### src/mie_defs.svh
`ifndef MIE_DEFS_SVH
`define MIE_DEFS_SVH

// Timing nibbles: {bin bytes, bin states, src bytes, src states}
`define MIE_T_LD_UPPER  16'h5342
`define MIE_T_SEXT      16'h3221
`define MIE_T_ZEXT      16'h3221
`define MIE_T_CODE_DP   16'h1616
`define MIE_T_CODE_PC   16'h1616
`define MIE_T_XRD_PTR   16'h1415
`define MIE_T_XRD_DP    16'h1313
`define MIE_T_XWR_PTR   16'h1414
`define MIE_T_XWR_DP    16'h1414
`define MIE_T_AR_BANK   16'h1122
`define MIE_T_AR_DIR    16'h2121
`define MIE_T_AR_IND    16'h1223
`define MIE_T_AR_IMM    16'h2121
`define MIE_T_BANK_AR   16'h1122
`define MIE_T_BANK_DIR  16'h2132
`define MIE_T_BANK_IMM  16'h2132
`define MIE_T_DIR_AR    16'h2222
`define MIE_T_DIR_BANK  16'h2233
`define MIE_T_DIR_DIR   16'h3333
`define MIE_T_DIR_IND   16'h2334
`define MIE_T_DIR_IMM   16'h3333
`define MIE_T_IND_AR    16'h1324
`define MIE_T_IND_DIR   16'h2334
`define MIE_T_IND_IMM   16'h2334
`define MIE_T_DP_IMM    16'h3232

// Extra states
`define MIE_PEN_PORT    5'h01
`define MIE_PEN_PERIPH  5'h02
`define MIE_EXT_ADD1    5'h01
`define MIE_EXT_ADD2    5'h02

`define MIE_REGION_RST  8'h01

`endif

### src/mie_pkg.sv
package mie_pkg;

  typedef enum logic [4:0] {
    OP_LD_UPPER, OP_SEXT, OP_ZEXT, OP_CODE_DP, OP_CODE_PC,
    OP_XRD_PTR, OP_XRD_DP, OP_XWR_PTR, OP_XWR_DP,
    OP_AR_BANK, OP_AR_DIR, OP_AR_IND, OP_AR_IMM,
    OP_BANK_AR, OP_BANK_DIR, OP_BANK_IMM,
    OP_DIR_AR, OP_DIR_BANK, OP_DIR_DIR, OP_DIR_IND, OP_DIR_IMM,
    OP_IND_AR, OP_IND_DIR, OP_IND_IMM, OP_DP_IMM
  } mie_op_type;

  typedef enum logic [1:0] {
    SP_CODE, SP_XDATA, SP_IDATA, SP_DIRECT
  } mie_space_type;

  typedef enum logic [2:0] {
    DST_NONE, DST_ACCUM, DST_BANK, DST_WORD, DST_DWORD, DST_DATA_PTR
  } mie_dst_type;

  typedef enum logic [1:0] {
    DK_RAM, DK_PORT, DK_PERIPH
  } mie_dirk_type;

  typedef enum logic [1:0] {
    WS_ACCUM, WS_BYTE, WS_IMM, WS_READ
  } mie_wsel_type;

  typedef enum logic [2:0] {
    ST_IDLE = 3'b001,
    ST_RUN  = 3'b010,
    ST_SPARE = 3'b100
  } mie_state_type;

  typedef struct packed {
    logic [15:0] imm16;
    logic [7:0]  accum;
    logic [7:0]  src_byte;
    logic [7:0]  ind_ptr;
    logic [7:0]  dir_src;
    logic [7:0]  dir_dst;
    logic [15:0] data_ptr;
    logic [15:0] pc;
    logic [31:0] dword;
  } mie_opnd_type;

  typedef struct packed {
    logic          rd;
    mie_space_type rd_sp;
    logic          wr;
    mie_space_type wr_sp;
    mie_dst_type   dst;
    mie_wsel_type  wsel;
    logic          dsrc;
    logic          ddst;
  } mie_dec_type;

  typedef struct packed {
    mie_dst_type dst;
    logic [31:0] data;
  } mie_res_type;

endpackage : mie_pkg

### src/mie_move_exec.sv
`timescale 1ns/100ps
`include "mie_defs.svh"

module mie_move_exec (
  input  wire logic                 core_clk_in,     // Core clock
  input  wire logic                 sys_rst_in,      // Sync reset, high
  input  wire logic                 start_in,        // Issue request
  input  wire mie_pkg::mie_op_type  op_in,           // Decoded move op
  input  wire logic                 src_mode_in,     // 1 = source mode
  input  wire mie_pkg::mie_opnd_type opnd_in,        // Operand values
  input  wire logic                 ext_in,          // Target is external
  input  wire logic [2:0]           wait_n_in,       // Wait states N
  input  wire mie_pkg::mie_dirk_type dsrc_kind_in,   // Source direct kind
  input  wire mie_pkg::mie_dirk_type ddst_kind_in,   // Dest direct kind
  input  wire logic                 region_wr_in,    // Region selector load
  input  wire logic [7:0]           region_data_in,  // Region selector value
  input  wire logic [7:0]           mem_rdata_in,    // Same-cycle read data
  output logic                      ready_out,       // Can take issue
  output logic                      busy_out,        // Instruction in states
  output logic                      done_out,        // Result valid pulse
  output mie_pkg::mie_res_type      res_out,         // Write-back
  output logic [3:0]                len_out,         // Instruction bytes
  output logic                      mem_req_out,     // Memory access
  output logic                      mem_we_out,      // Access is write
  output mie_pkg::mie_space_type    mem_space_out,   // Access space
  output logic [23:0]               mem_addr_out,    // Access address
  output logic [7:0]                mem_wdata_out,   // Write data
  output logic [7:0]                region_sel_out,  // Region selector
  output logic                      flags_we_out     // Flag write, never
);

  mie_pkg::mie_state_type state_q;
  mie_pkg::mie_op_type    op_q;
  mie_pkg::mie_opnd_type  opnd_q;
  mie_pkg::mie_dec_type   dec_d;
  mie_pkg::mie_dec_type   dec_q;
  mie_pkg::mie_res_type   res_d;
  mie_pkg::mie_res_type   res_q;
  mie_pkg::mie_space_type space_q;
  mie_pkg::mie_dirk_type  dsk_q;
  mie_pkg::mie_dirk_type  ddk_q;
  logic [15:0]            ent;
  logic [4:0]             base_d;
  logic [4:0]             pen_d;
  logic [4:0]             rem_q;
  logic [4:0]             bcnt_q;
  logic [23:0]            raddr_d;
  logic [23:0]            waddr_d;
  logic [23:0]            waddr_q;
  logic [23:0]            addr_q;
  logic [7:0]             wdata_d;
  logic [7:0]             wdata_q;
  logic [7:0]             rd_q;
  logic [7:0]             rd_val;
  logic [7:0]             region_q;
  logic [3:0]             len_q;
  logic [2:0]             n_q;
  logic                   first_q;
  logic                   ext_q;
  logic                   done_q;
  logic                   take;
  logic                   run;
  logic                   last;

  function automatic logic [4:0] dir_pen(input mie_pkg::mie_dirk_type k);
    case (k)
      mie_pkg::DK_PORT:   dir_pen = `MIE_PEN_PORT;
      mie_pkg::DK_PERIPH: dir_pen = `MIE_PEN_PERIPH;
      default:            dir_pen = 5'h00;
    endcase
  endfunction : dir_pen

  assign run  = (state_q == mie_pkg::ST_RUN);
  assign take = (state_q == mie_pkg::ST_IDLE) && start_in;
  assign last = run && (rem_q == 5'h01);

  // Timing table
  always_comb begin
    case (op_in)
      mie_pkg::OP_LD_UPPER: ent = `MIE_T_LD_UPPER;
      mie_pkg::OP_SEXT:     ent = `MIE_T_SEXT;
      mie_pkg::OP_ZEXT:     ent = `MIE_T_ZEXT;
      mie_pkg::OP_CODE_DP:  ent = `MIE_T_CODE_DP;
      mie_pkg::OP_CODE_PC:  ent = `MIE_T_CODE_PC;
      mie_pkg::OP_XRD_PTR:  ent = `MIE_T_XRD_PTR;
      mie_pkg::OP_XRD_DP:   ent = `MIE_T_XRD_DP;
      mie_pkg::OP_XWR_PTR:  ent = `MIE_T_XWR_PTR;
      mie_pkg::OP_XWR_DP:   ent = `MIE_T_XWR_DP;
      mie_pkg::OP_AR_BANK:  ent = `MIE_T_AR_BANK;
      mie_pkg::OP_AR_DIR:   ent = `MIE_T_AR_DIR;
      mie_pkg::OP_AR_IND:   ent = `MIE_T_AR_IND;
      mie_pkg::OP_AR_IMM:   ent = `MIE_T_AR_IMM;
      mie_pkg::OP_BANK_AR:  ent = `MIE_T_BANK_AR;
      mie_pkg::OP_BANK_DIR: ent = `MIE_T_BANK_DIR;
      mie_pkg::OP_BANK_IMM: ent = `MIE_T_BANK_IMM;
      mie_pkg::OP_DIR_AR:   ent = `MIE_T_DIR_AR;
      mie_pkg::OP_DIR_BANK: ent = `MIE_T_DIR_BANK;
      mie_pkg::OP_DIR_DIR:  ent = `MIE_T_DIR_DIR;
      mie_pkg::OP_DIR_IND:  ent = `MIE_T_DIR_IND;
      mie_pkg::OP_DIR_IMM:  ent = `MIE_T_DIR_IMM;
      mie_pkg::OP_IND_AR:   ent = `MIE_T_IND_AR;
      mie_pkg::OP_IND_DIR:  ent = `MIE_T_IND_DIR;
      mie_pkg::OP_IND_IMM:  ent = `MIE_T_IND_IMM;
      mie_pkg::OP_DP_IMM:   ent = `MIE_T_DP_IMM;
      default:              ent = 16'h0000;
    endcase
  end

  assign base_d = {1'b0, src_mode_in ? ent[3:0] : ent[11:8]};

  // Access decode
  always_comb begin
    dec_d = '0;
    case (op_in)
      mie_pkg::OP_LD_UPPER: dec_d.dst = mie_pkg::DST_DWORD;
      mie_pkg::OP_SEXT,
      mie_pkg::OP_ZEXT:     dec_d.dst = mie_pkg::DST_WORD;
      mie_pkg::OP_CODE_DP,
      mie_pkg::OP_CODE_PC: begin
        dec_d.rd    = 1'b1;
        dec_d.rd_sp = mie_pkg::SP_CODE;
        dec_d.dst   = mie_pkg::DST_ACCUM;
      end
      mie_pkg::OP_XRD_PTR,
      mie_pkg::OP_XRD_DP: begin
        dec_d.rd    = 1'b1;
        dec_d.rd_sp = mie_pkg::SP_XDATA;
        dec_d.dst   = mie_pkg::DST_ACCUM;
      end
      mie_pkg::OP_XWR_PTR,
      mie_pkg::OP_XWR_DP: begin
        dec_d.wr    = 1'b1;
        dec_d.wr_sp = mie_pkg::SP_XDATA;
      end
      mie_pkg::OP_AR_BANK,
      mie_pkg::OP_AR_IMM:   dec_d.dst = mie_pkg::DST_ACCUM;
      mie_pkg::OP_AR_DIR: begin
        dec_d.rd    = 1'b1;
        dec_d.rd_sp = mie_pkg::SP_DIRECT;
        dec_d.dsrc  = 1'b1;
        dec_d.dst   = mie_pkg::DST_ACCUM;
      end
      mie_pkg::OP_AR_IND: begin
        dec_d.rd    = 1'b1;
        dec_d.rd_sp = mie_pkg::SP_IDATA;
        dec_d.dst   = mie_pkg::DST_ACCUM;
      end
      mie_pkg::OP_BANK_AR,
      mie_pkg::OP_BANK_IMM: dec_d.dst = mie_pkg::DST_BANK;
      mie_pkg::OP_BANK_DIR: begin
        dec_d.rd    = 1'b1;
        dec_d.rd_sp = mie_pkg::SP_DIRECT;
        dec_d.dsrc  = 1'b1;
        dec_d.dst   = mie_pkg::DST_BANK;
      end
      mie_pkg::OP_DIR_AR,
      mie_pkg::OP_DIR_BANK,
      mie_pkg::OP_DIR_IMM: begin
        dec_d.wr    = 1'b1;
        dec_d.wr_sp = mie_pkg::SP_DIRECT;
        dec_d.ddst  = 1'b1;
      end
      mie_pkg::OP_DIR_DIR,
      mie_pkg::OP_DIR_IND: begin
        dec_d.rd    = 1'b1;
        dec_d.rd_sp = (op_in == mie_pkg::OP_DIR_DIR) ? mie_pkg::SP_DIRECT : mie_pkg::SP_IDATA;
        dec_d.dsrc  = (op_in == mie_pkg::OP_DIR_DIR);
        dec_d.wr    = 1'b1;
        dec_d.wr_sp = mie_pkg::SP_DIRECT;
        dec_d.ddst  = 1'b1;
      end
      mie_pkg::OP_IND_AR,
      mie_pkg::OP_IND_IMM: begin
        dec_d.wr    = 1'b1;
        dec_d.wr_sp = mie_pkg::SP_IDATA;
      end
      mie_pkg::OP_IND_DIR: begin
        dec_d.rd    = 1'b1;
        dec_d.rd_sp = mie_pkg::SP_DIRECT;
        dec_d.dsrc  = 1'b1;
        dec_d.wr    = 1'b1;
        dec_d.wr_sp = mie_pkg::SP_IDATA;
      end
      mie_pkg::OP_DP_IMM:   dec_d.dst = mie_pkg::DST_DATA_PTR;
      default:              dec_d = '0;
    endcase
    case (op_in)
      mie_pkg::OP_DIR_BANK: dec_d.wsel = mie_pkg::WS_BYTE;
      mie_pkg::OP_DIR_IMM,
      mie_pkg::OP_IND_IMM:  dec_d.wsel = mie_pkg::WS_IMM;
      mie_pkg::OP_DIR_DIR,
      mie_pkg::OP_DIR_IND,
      mie_pkg::OP_IND_DIR:  dec_d.wsel = mie_pkg::WS_READ;
      default:              dec_d.wsel = mie_pkg::WS_ACCUM;
    endcase
  end

  // Extra states for external and direct operands
  always_comb begin
    pen_d = 5'h00;
    if (ext_in) begin
      case (op_in)
        mie_pkg::OP_CODE_DP,
        mie_pkg::OP_CODE_PC,
        mie_pkg::OP_XWR_DP: pen_d = {2'b00, wait_n_in} + `MIE_EXT_ADD1;
        mie_pkg::OP_XRD_DP: pen_d = {2'b00, wait_n_in} + `MIE_EXT_ADD2;
        default:            pen_d = 5'h00;
      endcase
    end
    if (dec_d.dsrc)
      pen_d = pen_d + dir_pen(dsrc_kind_in);
    if (dec_d.ddst)
      pen_d = pen_d + dir_pen(ddst_kind_in);
  end

  // Addresses, extended space inside the selected region
  always_comb begin
    raddr_d = {16'h0000, opnd_in.dir_src};
    waddr_d = {16'h0000, opnd_in.dir_dst};
    case (op_in)
      mie_pkg::OP_CODE_DP: raddr_d = {8'h00, opnd_in.data_ptr + {8'h00, opnd_in.accum}};
      mie_pkg::OP_CODE_PC: raddr_d = {8'h00, opnd_in.pc + {8'h00, opnd_in.accum}};
      mie_pkg::OP_XRD_PTR: raddr_d = {region_q, 8'h00, opnd_in.ind_ptr};
      mie_pkg::OP_XRD_DP:  raddr_d = {region_q, opnd_in.data_ptr};
      mie_pkg::OP_XWR_PTR: waddr_d = {region_q, 8'h00, opnd_in.ind_ptr};
      mie_pkg::OP_XWR_DP:  waddr_d = {region_q, opnd_in.data_ptr};
      mie_pkg::OP_AR_IND,
      mie_pkg::OP_DIR_IND: raddr_d = {16'h0000, opnd_in.ind_ptr};
      mie_pkg::OP_IND_AR,
      mie_pkg::OP_IND_DIR,
      mie_pkg::OP_IND_IMM: waddr_d = {16'h0000, opnd_in.ind_ptr};
      default:             raddr_d = {16'h0000, opnd_in.dir_src};
    endcase
    case (dec_d.wsel)
      mie_pkg::WS_BYTE: wdata_d = opnd_in.src_byte;
      mie_pkg::WS_IMM:  wdata_d = opnd_in.imm16[7:0];
      default:          wdata_d = opnd_in.accum;
    endcase
  end

  // Sequencer
  always_ff @(posedge core_clk_in) begin
    if (sys_rst_in) begin
      state_q <= mie_pkg::ST_IDLE;
      rem_q   <= 5'h00;
      first_q <= 1'b0;
    end else begin
      case (state_q)
        mie_pkg::ST_IDLE: begin
          if (start_in) begin
            state_q <= mie_pkg::ST_RUN;
            rem_q   <= base_d + pen_d;
            first_q <= 1'b1;
          end
        end
        mie_pkg::ST_RUN: begin
          first_q <= 1'b0;
          rem_q   <= rem_q - 5'h01;
          if (rem_q == 5'h01)
            state_q <= mie_pkg::ST_IDLE;
        end
        default: state_q <= mie_pkg::ST_IDLE;
      endcase
    end
  end

  // Instruction capture
  always_ff @(posedge core_clk_in) begin
    if (sys_rst_in) begin
      op_q   <= mie_pkg::OP_LD_UPPER;
      opnd_q <= '0;
      dec_q  <= '0;
      ext_q  <= 1'b0;
      n_q    <= 3'h0;
      dsk_q  <= mie_pkg::DK_RAM;
      ddk_q  <= mie_pkg::DK_RAM;
      len_q  <= 4'h0;
    end else if (take) begin
      op_q   <= op_in;
      opnd_q <= opnd_in;
      dec_q  <= dec_d;
      ext_q  <= ext_in;
      n_q    <= wait_n_in;
      dsk_q  <= dsrc_kind_in;
      ddk_q  <= ddst_kind_in;
      len_q  <= src_mode_in ? ent[7:4] : ent[15:12];
    end
  end

  // Memory side: read in first state, write in last
  always_ff @(posedge core_clk_in) begin
    if (sys_rst_in) begin
      addr_q  <= 24'h000000;
      waddr_q <= 24'h000000;
      space_q <= mie_pkg::SP_CODE;
      wdata_q <= 8'h00;
      rd_q    <= 8'h00;
    end else if (take) begin
      addr_q  <= dec_d.rd ? raddr_d : waddr_d;
      waddr_q <= waddr_d;
      space_q <= dec_d.rd ? dec_d.rd_sp : dec_d.wr_sp;
      wdata_q <= wdata_d;
    end else if (run && first_q && dec_q.rd) begin
      rd_q <= mem_rdata_in;
      if (dec_q.wr) begin
        addr_q  <= waddr_q;
        space_q <= dec_q.wr_sp;
      end
      if (dec_q.wsel == mie_pkg::WS_READ)
        wdata_q <= mem_rdata_in;
    end
  end

  assign rd_val = first_q ? mem_rdata_in : rd_q;

  // Write-back value
  always_comb begin
    res_d.dst  = dec_q.dst;
    res_d.data = {24'h000000, rd_val};
    case (op_q)
      mie_pkg::OP_LD_UPPER: res_d.data = {opnd_q.imm16, opnd_q.dword[15:0]};
      mie_pkg::OP_SEXT:     res_d.data = {16'h0000, {8{opnd_q.src_byte[7]}}, opnd_q.src_byte};
      mie_pkg::OP_ZEXT:     res_d.data = {24'h000000, opnd_q.src_byte};
      mie_pkg::OP_AR_BANK:  res_d.data = {24'h000000, opnd_q.src_byte};
      mie_pkg::OP_AR_IMM,
      mie_pkg::OP_BANK_IMM: res_d.data = {24'h000000, opnd_q.imm16[7:0]};
      mie_pkg::OP_BANK_AR:  res_d.data = {24'h000000, opnd_q.accum};
      mie_pkg::OP_DP_IMM:   res_d.data = {16'h0000, opnd_q.imm16};
      default:              res_d.data = {24'h000000, rd_val};
    endcase
  end

  always_ff @(posedge core_clk_in) begin
    if (sys_rst_in) begin
      res_q  <= '0;
      done_q <= 1'b0;
    end else begin
      done_q <= last;
      if (last)
        res_q <= res_d;
    end
  end

  always_ff @(posedge core_clk_in) begin
    if (sys_rst_in)
      region_q <= `MIE_REGION_RST;
    else if (region_wr_in)
      region_q <= region_data_in;
  end

  // Busy state count, read by checks
  always_ff @(posedge core_clk_in) begin
    if (sys_rst_in)
      bcnt_q <= 5'h00;
    else if (take)
      bcnt_q <= 5'h00;
    else if (run)
      bcnt_q <= bcnt_q + 5'h01;
  end

  assign ready_out      = (state_q == mie_pkg::ST_IDLE);
  assign busy_out       = run;
  assign done_out       = done_q;
  assign res_out        = res_q;
  assign len_out        = len_q;
  assign mem_req_out    = run && ((first_q && dec_q.rd) || (last && dec_q.wr));
  assign mem_we_out     = last && dec_q.wr;
  assign mem_space_out  = space_q;
  assign mem_addr_out   = addr_q;
  assign mem_wdata_out  = wdata_q;
  assign region_sel_out = region_q;
  assign flags_we_out   = 1'b0;

  property p_luw_time;
    @(posedge core_clk_in) disable iff (sys_rst_in)
    take && op_in == mie_pkg::OP_LD_UPPER && !src_mode_in |=> busy_out [*3] ##1 done_out;
  endproperty
  a_luw_time: assert property (p_luw_time) else $error("upper load not 3 states");

  property p_luw_data;
    @(posedge core_clk_in) disable iff (sys_rst_in)
    done_out && op_q == mie_pkg::OP_LD_UPPER |->
      res_out.data == {opnd_q.imm16, opnd_q.dword[15:0]} && res_out.dst == mie_pkg::DST_DWORD;
  endproperty
  a_luw_data: assert property (p_luw_data) else $error("upper load value wrong");

  property p_sext;
    @(posedge core_clk_in) disable iff (sys_rst_in)
    done_out && op_q == mie_pkg::OP_SEXT |->
      res_out.data[15:0] == {{8{opnd_q.src_byte[7]}}, opnd_q.src_byte};
  endproperty
  a_sext: assert property (p_sext) else $error("sign extension wrong");

  property p_zext;
    @(posedge core_clk_in) disable iff (sys_rst_in)
    take && op_in == mie_pkg::OP_ZEXT && src_mode_in |=> busy_out ##1 done_out && res_out.data[15:8] == 8'h00;
  endproperty
  a_zext: assert property (p_zext) else $error("zero extension wrong");

  property p_code_time;
    @(posedge core_clk_in) disable iff (sys_rst_in)
    take && op_in == mie_pkg::OP_CODE_DP && !ext_in |=> busy_out [*6] ##1 (done_out && !busy_out);
  endproperty
  a_code_time: assert property (p_code_time) else $error("code read not 6 states");

  property p_xri_src;
    @(posedge core_clk_in) disable iff (sys_rst_in)
    take && op_in == mie_pkg::OP_XRD_PTR && src_mode_in |=> busy_out [*5] ##1 done_out;
  endproperty
  a_xri_src: assert property (p_xri_src) else $error("pointer read not 5 states");

  property p_xrd_ext;
    @(posedge core_clk_in) disable iff (sys_rst_in)
    done_out && op_q == mie_pkg::OP_XRD_DP && ext_q |-> bcnt_q == 5'h05 + {2'b00, n_q};
  endproperty
  a_xrd_ext: assert property (p_xrd_ext) else $error("external read count wrong");

  property p_xwr_ext;
    @(posedge core_clk_in) disable iff (sys_rst_in)
    done_out && op_q == mie_pkg::OP_XWR_DP && ext_q |-> bcnt_q == 5'h05 + {2'b00, n_q};
  endproperty
  a_xwr_ext: assert property (p_xwr_ext) else $error("external write count wrong");

  property p_dirdir;
    @(posedge core_clk_in) disable iff (sys_rst_in)
    done_out && op_q == mie_pkg::OP_DIR_DIR |-> bcnt_q == 5'h03 + dir_pen(dsk_q) + dir_pen(ddk_q);
  endproperty
  a_dirdir: assert property (p_dirdir) else $error("direct copy count wrong");

  property p_region;
    @(posedge core_clk_in) disable iff (sys_rst_in)
    mem_req_out && mem_space_out == mie_pkg::SP_XDATA |-> mem_addr_out[23:16] == $past(region_sel_out);
  endproperty
  a_region: assert property (p_region) else $error("extended access off region");

endmodule : mie_move_exec

### config.mk
export PLATFORM = sky130hd
export DESIGN_NAME = mie_move_exec
export DESIGN_NICKNAME = d
export VERILOG_FILES = /design/src/mie_pkg.sv /design/src/mie_move_exec.sv
export VERILOG_INCLUDE_DIRS = /design/src
export SDC_FILE = /design/constraint.sdc
export NUM_CORES = 1
export LEC_CHECK = 0
export BUFFER_PORTS_ARGS = -buffer_cell sky130_fd_sc_hd__buf_2
export CORE_ASPECT_RATIO = 1.1
export CORE_MARGIN = 3
export CORE_UTILIZATION = 45
export DETAILED_ROUTE_END_ITERATION = 10
export MAX_ROUTING_LAYER = met4
export PLACE_DENSITY = 0.74
export SETUP_SLACK_MARGIN = 0.3
export SLEW_MARGIN = 30
export SYNTH_ARGS = -nofsm -noshare
export SYNTH_HDL_FRONTEND = slang
export SYNTH_SLANG_ARGS = --single-unit
### constraint.sdc
create_clock -name core_clk_in -period 6.98 [get_ports core_clk_in]
set_clock_uncertainty 0.2 [all_clocks]
set_input_delay 1.396 -clock core_clk_in [delete_from_list [all_inputs] [get_ports core_clk_in]]
set_output_delay 1.396 -clock core_clk_in [all_outputs]
set_load 0.005 [all_outputs]
## After elaboration in Yosys (flattened, before gate mapping)

Memories as Yosys holds them, arrays and structs flattened.
Index checks and enable logic that the tools add are counted.
W data, S select, Z words.

- Equal/unequal tests: 43
- Bitwise logic cells: 1
- Reduce and logical (&&, ||, !) cells: 35
- Mux-type cells: 40
- $add $sub $neg: 8

Operators by type and width:

| operator | number |
|---|---|
| $pmux W32 S6 | 1 |
| $pmux W24 S5 | 1 |
| $mux W24 | 4 |
| $pmux W24 S3 | 1 |
| $eq A5 B4 Y1 const B | 12 |
| $eq A5 B5 Y1 const B | 10 |
| $add A16 B8 Y16 | 2 |
| $mux W8 | 4 |
| $pmux W3 S5 | 2 |
| $mux W5 | 5 |
| $eq A5 B3 Y1 const B | 4 |
| $reduce_or A2 Y1 | 9 |
| $pmux W8 S2 | 1 |
| $eq A5 B1 Y1 const B | 3 |
| $eq A5 B2 Y1 const B | 3 |
| $reduce_or A3 Y1 | 5 |
| $mux W4 | 3 |
| $add A5 B5 Y5 | 2 |
| $logic_not A5 Y1 | 2 |
| $pmux W5 S2 | 1 |
| $reduce_and A2 Y1 | 5 |
| $pmux W3 S3 | 1 |
| $eq A2 B2 Y1 const B | 4 |
| $mux W2 | 4 |
| 22 further kinds | 38 |

- Register bits: 185
- ROM bits: 384
- Output and inout bits: 87
- Input bits: 154
- Word-level logic and storage cells: 151
- Memories: 1

Memory list:

| memory | depth | bits a word | read ports | clocked after memory_dff | wr ports | line | source |
|---|---|---|---|---|---|---|---|
| (no name shown) | 32 | 12 | 1 | 0 | 0 | mie_move_exec.sv:79 | `case (op_in)` |

## Depth between registers and ports, before layout

- Depth after elaboration: 11
- Depth in mapped cells: 19
- Depth with buffers taken out: 19

## Least setup slack after synthesis

No wires, ideal clock.

- Path kind: input -> register
- Start point: input op_in[1]
- End point: register rem_q[3]
- Data arrival time: 5017 ps
- Data required time: 6644 ps
- Cell stages on the path: 17
- Slack: 1627 ps
- Buffers on the path: 1
- Library setup time: 136 ps
- Cells stage by stage: inv_1 > ha_1 > buf_2 > a22oi_2 > or2_2 > mux2_2 > nor2_1 > ha_1 > fa_1 > mux2i_1 > fa_1 > mux2i_1 > ha_1 > a21o_1 > a21oi_1 > xor2_1 > a211oi_2

- Word-level cells in the longest chain between the ends: 11
- Elaborated cells on any way between the ends: 29
- Those cells by class: 3 x add/sub; 12 x eq/ne; 9 x mux; 4 x reduce/logical; 1 x memory

Ends and longest elaborated chain:

| item | line | source |
|---|---|---|
| from (decl) | mie_move_exec.sv:8 | `input wire mie_pkg::mie_op_type op_in,` |
| $eq A5 B4 Y1, or another cell as far along | mie_move_exec.sv:202 | `case (op_in)` |
| $reduce_or A3 Y1 | mie_move_exec.sv:202 |  |
| $pmux W4 S2 | mie_move_exec.sv:202 |  |
| $mux W4 | mie_move_exec.sv:201 | `if (ext_in) begin` |
| $add A5 B5 Y5 | mie_move_exec.sv:211 | `pen_d = pen_d + dir_pen(dsrc_kind_in);` |
| $mux W5 | mie_move_exec.sv:210 | `if (dec_d.dsrc)` |
| $add A5 B5 Y5 | mie_move_exec.sv:213 | `pen_d = pen_d + dir_pen(ddst_kind_in);` |
| $mux W5 | mie_move_exec.sv:212 | `if (dec_d.ddst)` |
| $add A4 B5 Y5 * | mie_move_exec.sv:252 | `rem_q <= base_d + pen_d;` |
| $mux W5 * | mie_move_exec.sv:250 | `if (start_in) begin` |
| $pmux W5 S2 * | mie_move_exec.sv:248 | `case (state_q)` |
| to (signal assigned) | mie_move_exec.sv:252 |  |
| to (signal assigned) | mie_move_exec.sv:258 | `rem_q <= rem_q - 5'h01;` |
| to (decl) | mie_move_exec.sv:45 | `logic [4:0] rem_q;` |

Mark *: on every way between the ends. The rest lies on a longest branch, timed or not. The select of a mux whose other input is x is not followed.
A chain may end at the register's enable or synchronous reset.

## Worst setup path in the final report

Ends and elaborated chain as after synthesis.

==> impl_results.md <==
* YS warnings at 0
* Slowest cell delay on critical path at around 0.46 ns
* Cell Chain, Critical Path: buf_2, ha_1, mux2_4, a22oi_2, or2_2, mux2_2, nor2_1, ha_1, fa_1, mux2i_1, fa_1, mux2i_1, ha_1, a21o_1, a21oi_1, xor2_1, a211oi_2
* IO Count at between 200 and 250
* ANT cells at 0
* Number of synthesized flops with an enable pin at 0
* Final worst path period share at 0.782
* Final Util at 0.547
* Status: finished, final reports clean
* Ys flop type: dfxtp_1
* Gp weighted congestion at 0.942
* # hold bufs at CTS at 0
* Area Growth Syn to Fin at 18.8%
* Peak VDD IR at 0.196 mV
* Crit path max-delay family: adder cells
* Synth top area share at 0.371
* Initial Utilization at 0.460
* Clock Power Share at 0.394
* Sequential share of the synthesized area at 0.371
* Cells after DPL at 1647
* Distinct cell type count after synthesis at 87
* First-pass GRT wire length at 48.5 mm
* Worst Path Arrival at between 5 and 6 ns
* Routed WL per cell at 18.6 um
* Clock latency reported for the late side of the worst-skew pair at 0.44 ns
* R2r setup slk at 3.87 ns
* Biggest area consumer among synthesized cells: dfxtp_1
* Max Cap Violations at 0
* Cells after Synth at roughly 1200
* Comb pwr share at 0.175
* DR WL met2 at 14.7 mm
* Final wirelength at 31.2 mm
* Clock tree sinks at 183
* Chip Width at around 150 um
* Post-route insts no fill at 1679
* Die height at 161 um
* Critical Path Fanout Max at 10
* CTS tree: done
* CP Data Required Time at 7.05 ns
* Setup violators final at 0
* Post-CTS setup buffer count at 0
* Routed wl met3 at 2.41 mm
* Met1 wire length at around 13 mm
* I/O Buffers at between 200 and 250
* Final #Nets at between 1500 and 2000
* Die footprint at 23700 sq um
* PD cells at 224 nW/um^2
* Min-Delay Startpoint: len_out[2]$_SDFFE_PP0P_
* Critical Path End Type: flop
* Hold_ws at 0.249 ns
* CP Buf/Inv Count at 1
* Asr flop ratio synth at 0
* DR vias at 9831
* Final min period at 5.46 ns
* Switch Pwr at 856 uW
* Post-CTS Resized at 0
* Cell Area, Synth at between 9000 and 10000 sq um
* Num rows at 56
* TNS Setup at 0 ns
* Initial antenna violation count at 0
* Cell seen most often among critical-path stages: ha_1
* Top Layer Used: met4
* Final count of pins violating max slew at 0
* Reg2reg end: res_out[7]$_SDFFE_PP0P_
* 1st-iter DRT viols at approximately 900
* TritonCTS Buffers at 17
* Hold Crit Class: reg2reg
* Avg Vias per Cell at ~5.9
* Total gr overflow at 0
* Pin count of the biggest net entering global routing at 129
* Critical-path top delay cell: fa_1
* Area contributors post-synth: dfxtp_1 (37%), nand2_1 (8.1%), a21oi_1 (6.1%)
* Gr usage total at 0.259
* Top cells by count, synth: nand2_1 (213), dfxtp_1 (183), a21oi_1 (121)
* Slew HR at 0.393
* R2R depth at 7
* RSZ-0062 raised after global routing: no
* RR Startpoint: rem_q[0]$_SDFFE_PP0P_
* H-tree levels at 4
* Max Buffers Root-to-Sink at 2
* Startpoint types: input pin
* F_max at 183 MHz
* Crit path kind: in2reg
* Syn Area/Cell at about 8.1 sq um
* Lkg Pwr at between 4 and 5 nW
* Sequential share of power at 0.431
* Most frequent cell after synthesis: nand2_1
* Cells on Worst Hold Path at 2
* Internal Power at 1.77 mW
* Net Sw Frac at 0.325
* Antenna-violating nets left at 0
* TritonRoute pass-1 iters at 5
* Post-DP HPWL at approximately 22 mm
* Number of global-route vias before repair at 8960
* Slew at the pin closest to its max-slew limit at slightly above 0.9 ns
* Yosys reg bits at 183
* CTS root buf: clkbuf_16
* DRC at 0
* Layout cells sized above 1 at 0.229
* Clock transition at path regs at roughly 0.080 ns
* Area of the core at roughly 21000 sq um
* Final hold vios at 0
* WHS Endpoint: len_out[2]$_SDFFE_PP0P_
==> tightest hold or removal path, stage by stage, from the launching register on <==
cell and delay [ns]:
dfxtp_1 0.31, nand2_1 0.05, a21oi_1 0.05
==> kinds of logic (layout without fill, tap and decap cells) <==
family / Yosys count / after routing / share of synthesized area
AO/OA/AOI/OAI: 375 / 375 / 0.266
XOR/XNOR: 17 / 17 / 0.0151
other: 1 / 2 / 0.000380
buffers and inverters: 121 / 291 / 0.0510
flip-flops: 183 / 183 / 0.371
AND/OR/NAND/NOR: 441 / 441 / 0.199
adder cells (fa/ha/maj): 32 / 32 / 0.0436
multiplexers: 48 / 48 / 0.0535
==> stage by stage <==
stage	power [mW]	setup slack, ns	instance area [sq um]
after floorplan	1.44	1.63	9870
after global placement	1.60	1.20	11000
after detailed placement	1.61	1.10	11000
after CTS	2.64	1.55	11700
after global routing	2.74	1.27	11700
final	2.63	1.52	11700
==> flip-flops by register name (all words and copies together) (netlist names) <==
| name | cells |
|---|---|
| opnd_q | 48 |
| res_out | 35 |
| mem_addr_out | 24 |
| waddr_q | 24 |
| dec_q | 9 |
| mem_wdata_out | 8 |
| rd_q | 8 |
| region_sel_out | 8 |
| op_q | 5 |
| rem_q | 5 |
| len_out | 3 |
| mem_space_out | 2 |
| state_q | 2 |
| done_out | 1 |
| first_q | 1 |
==> worst max path at each step <==
stage / from / endpoint / slack [ns] / cells after the start
2_1_floorplan: op_in[1] / rem_q[3]$_SDFFE_PP0P_ / 1.63 / 17
3_3_place_gp: op_in[1] / rem_q[3]$_SDFFE_PP0P_ / 1.20 / 17
3_5_place_dp: op_in[1] / rem_q[3]$_SDFFE_PP0P_ / 1.10 / 18
4_1_cts: op_in[1] / rem_q[3]$_SDFFE_PP0P_ / 1.55 / 18
5_1_grt: op_in[1] / rem_q[3]$_SDFFE_PP0P_ / 1.27 / 18
6_report: op_in[1] / rem_q[3]$_SDFFE_PP0P_ / 1.52 / 17
==> power groups by stage <==
stage / logic, mW / clock network (mW) / registers [mW]
2_1_floorplan: 0.296 / 0 / 1.14
4_1_cts: 0.454 / 1.05 / 1.13
5_1_grt: 0.504 / 1.09 / 1.14
6_report: 0.459 / 1.04 / 1.13
3_3_place_gp: 0.446 / 0 / 1.16
3_5_place_dp: 0.452 / 0 / 1.16
==> layout make-up <==
type,instances,area (sq um)
Clock inverter,15,221
Tap cell,290,363
Clock buffer,17,425
Timing Repair Buffer,232,1190
Sequential cell,183,3660
Fill cell,2011,9720
Inverter,27,101
Multi-Input combinational cell,915,5750
==> metal layers <==
metal  up-vias  GRT usage
met5         -          -
met2       466      0.411
met4         0     0.0775
met1      4604      0.343
li1       4713          -
met3        48     0.0435
==> cells in the final DEF, fill, tap and decap left out, types with 7 or more instances in the layout <==
master,n
a211oi_1,27
a21o_1,9
a21oi_1,121
a221o_1,10
a221oi_1,19
a222oi_1,13
a22o_1,8
a22oi_1,42
a311oi_1,11
and3_1,12
buf_2,221
buf_4,10
clkbuf_16,17
dfxtp_1,183
ha_1,28
inv_1,26
mux2_2,20
mux2i_1,25
nand2_1,211
nand3_1,19
nor2_1,116
nor2b_1,17
nor3_1,14
o211ai_1,11
o21a_1,10
o21ai_0,38
o2bb2ai_1,10
xnor2_1,10
xor2_1,7
No activity file was read; power rests on OpenSTA's default activity.
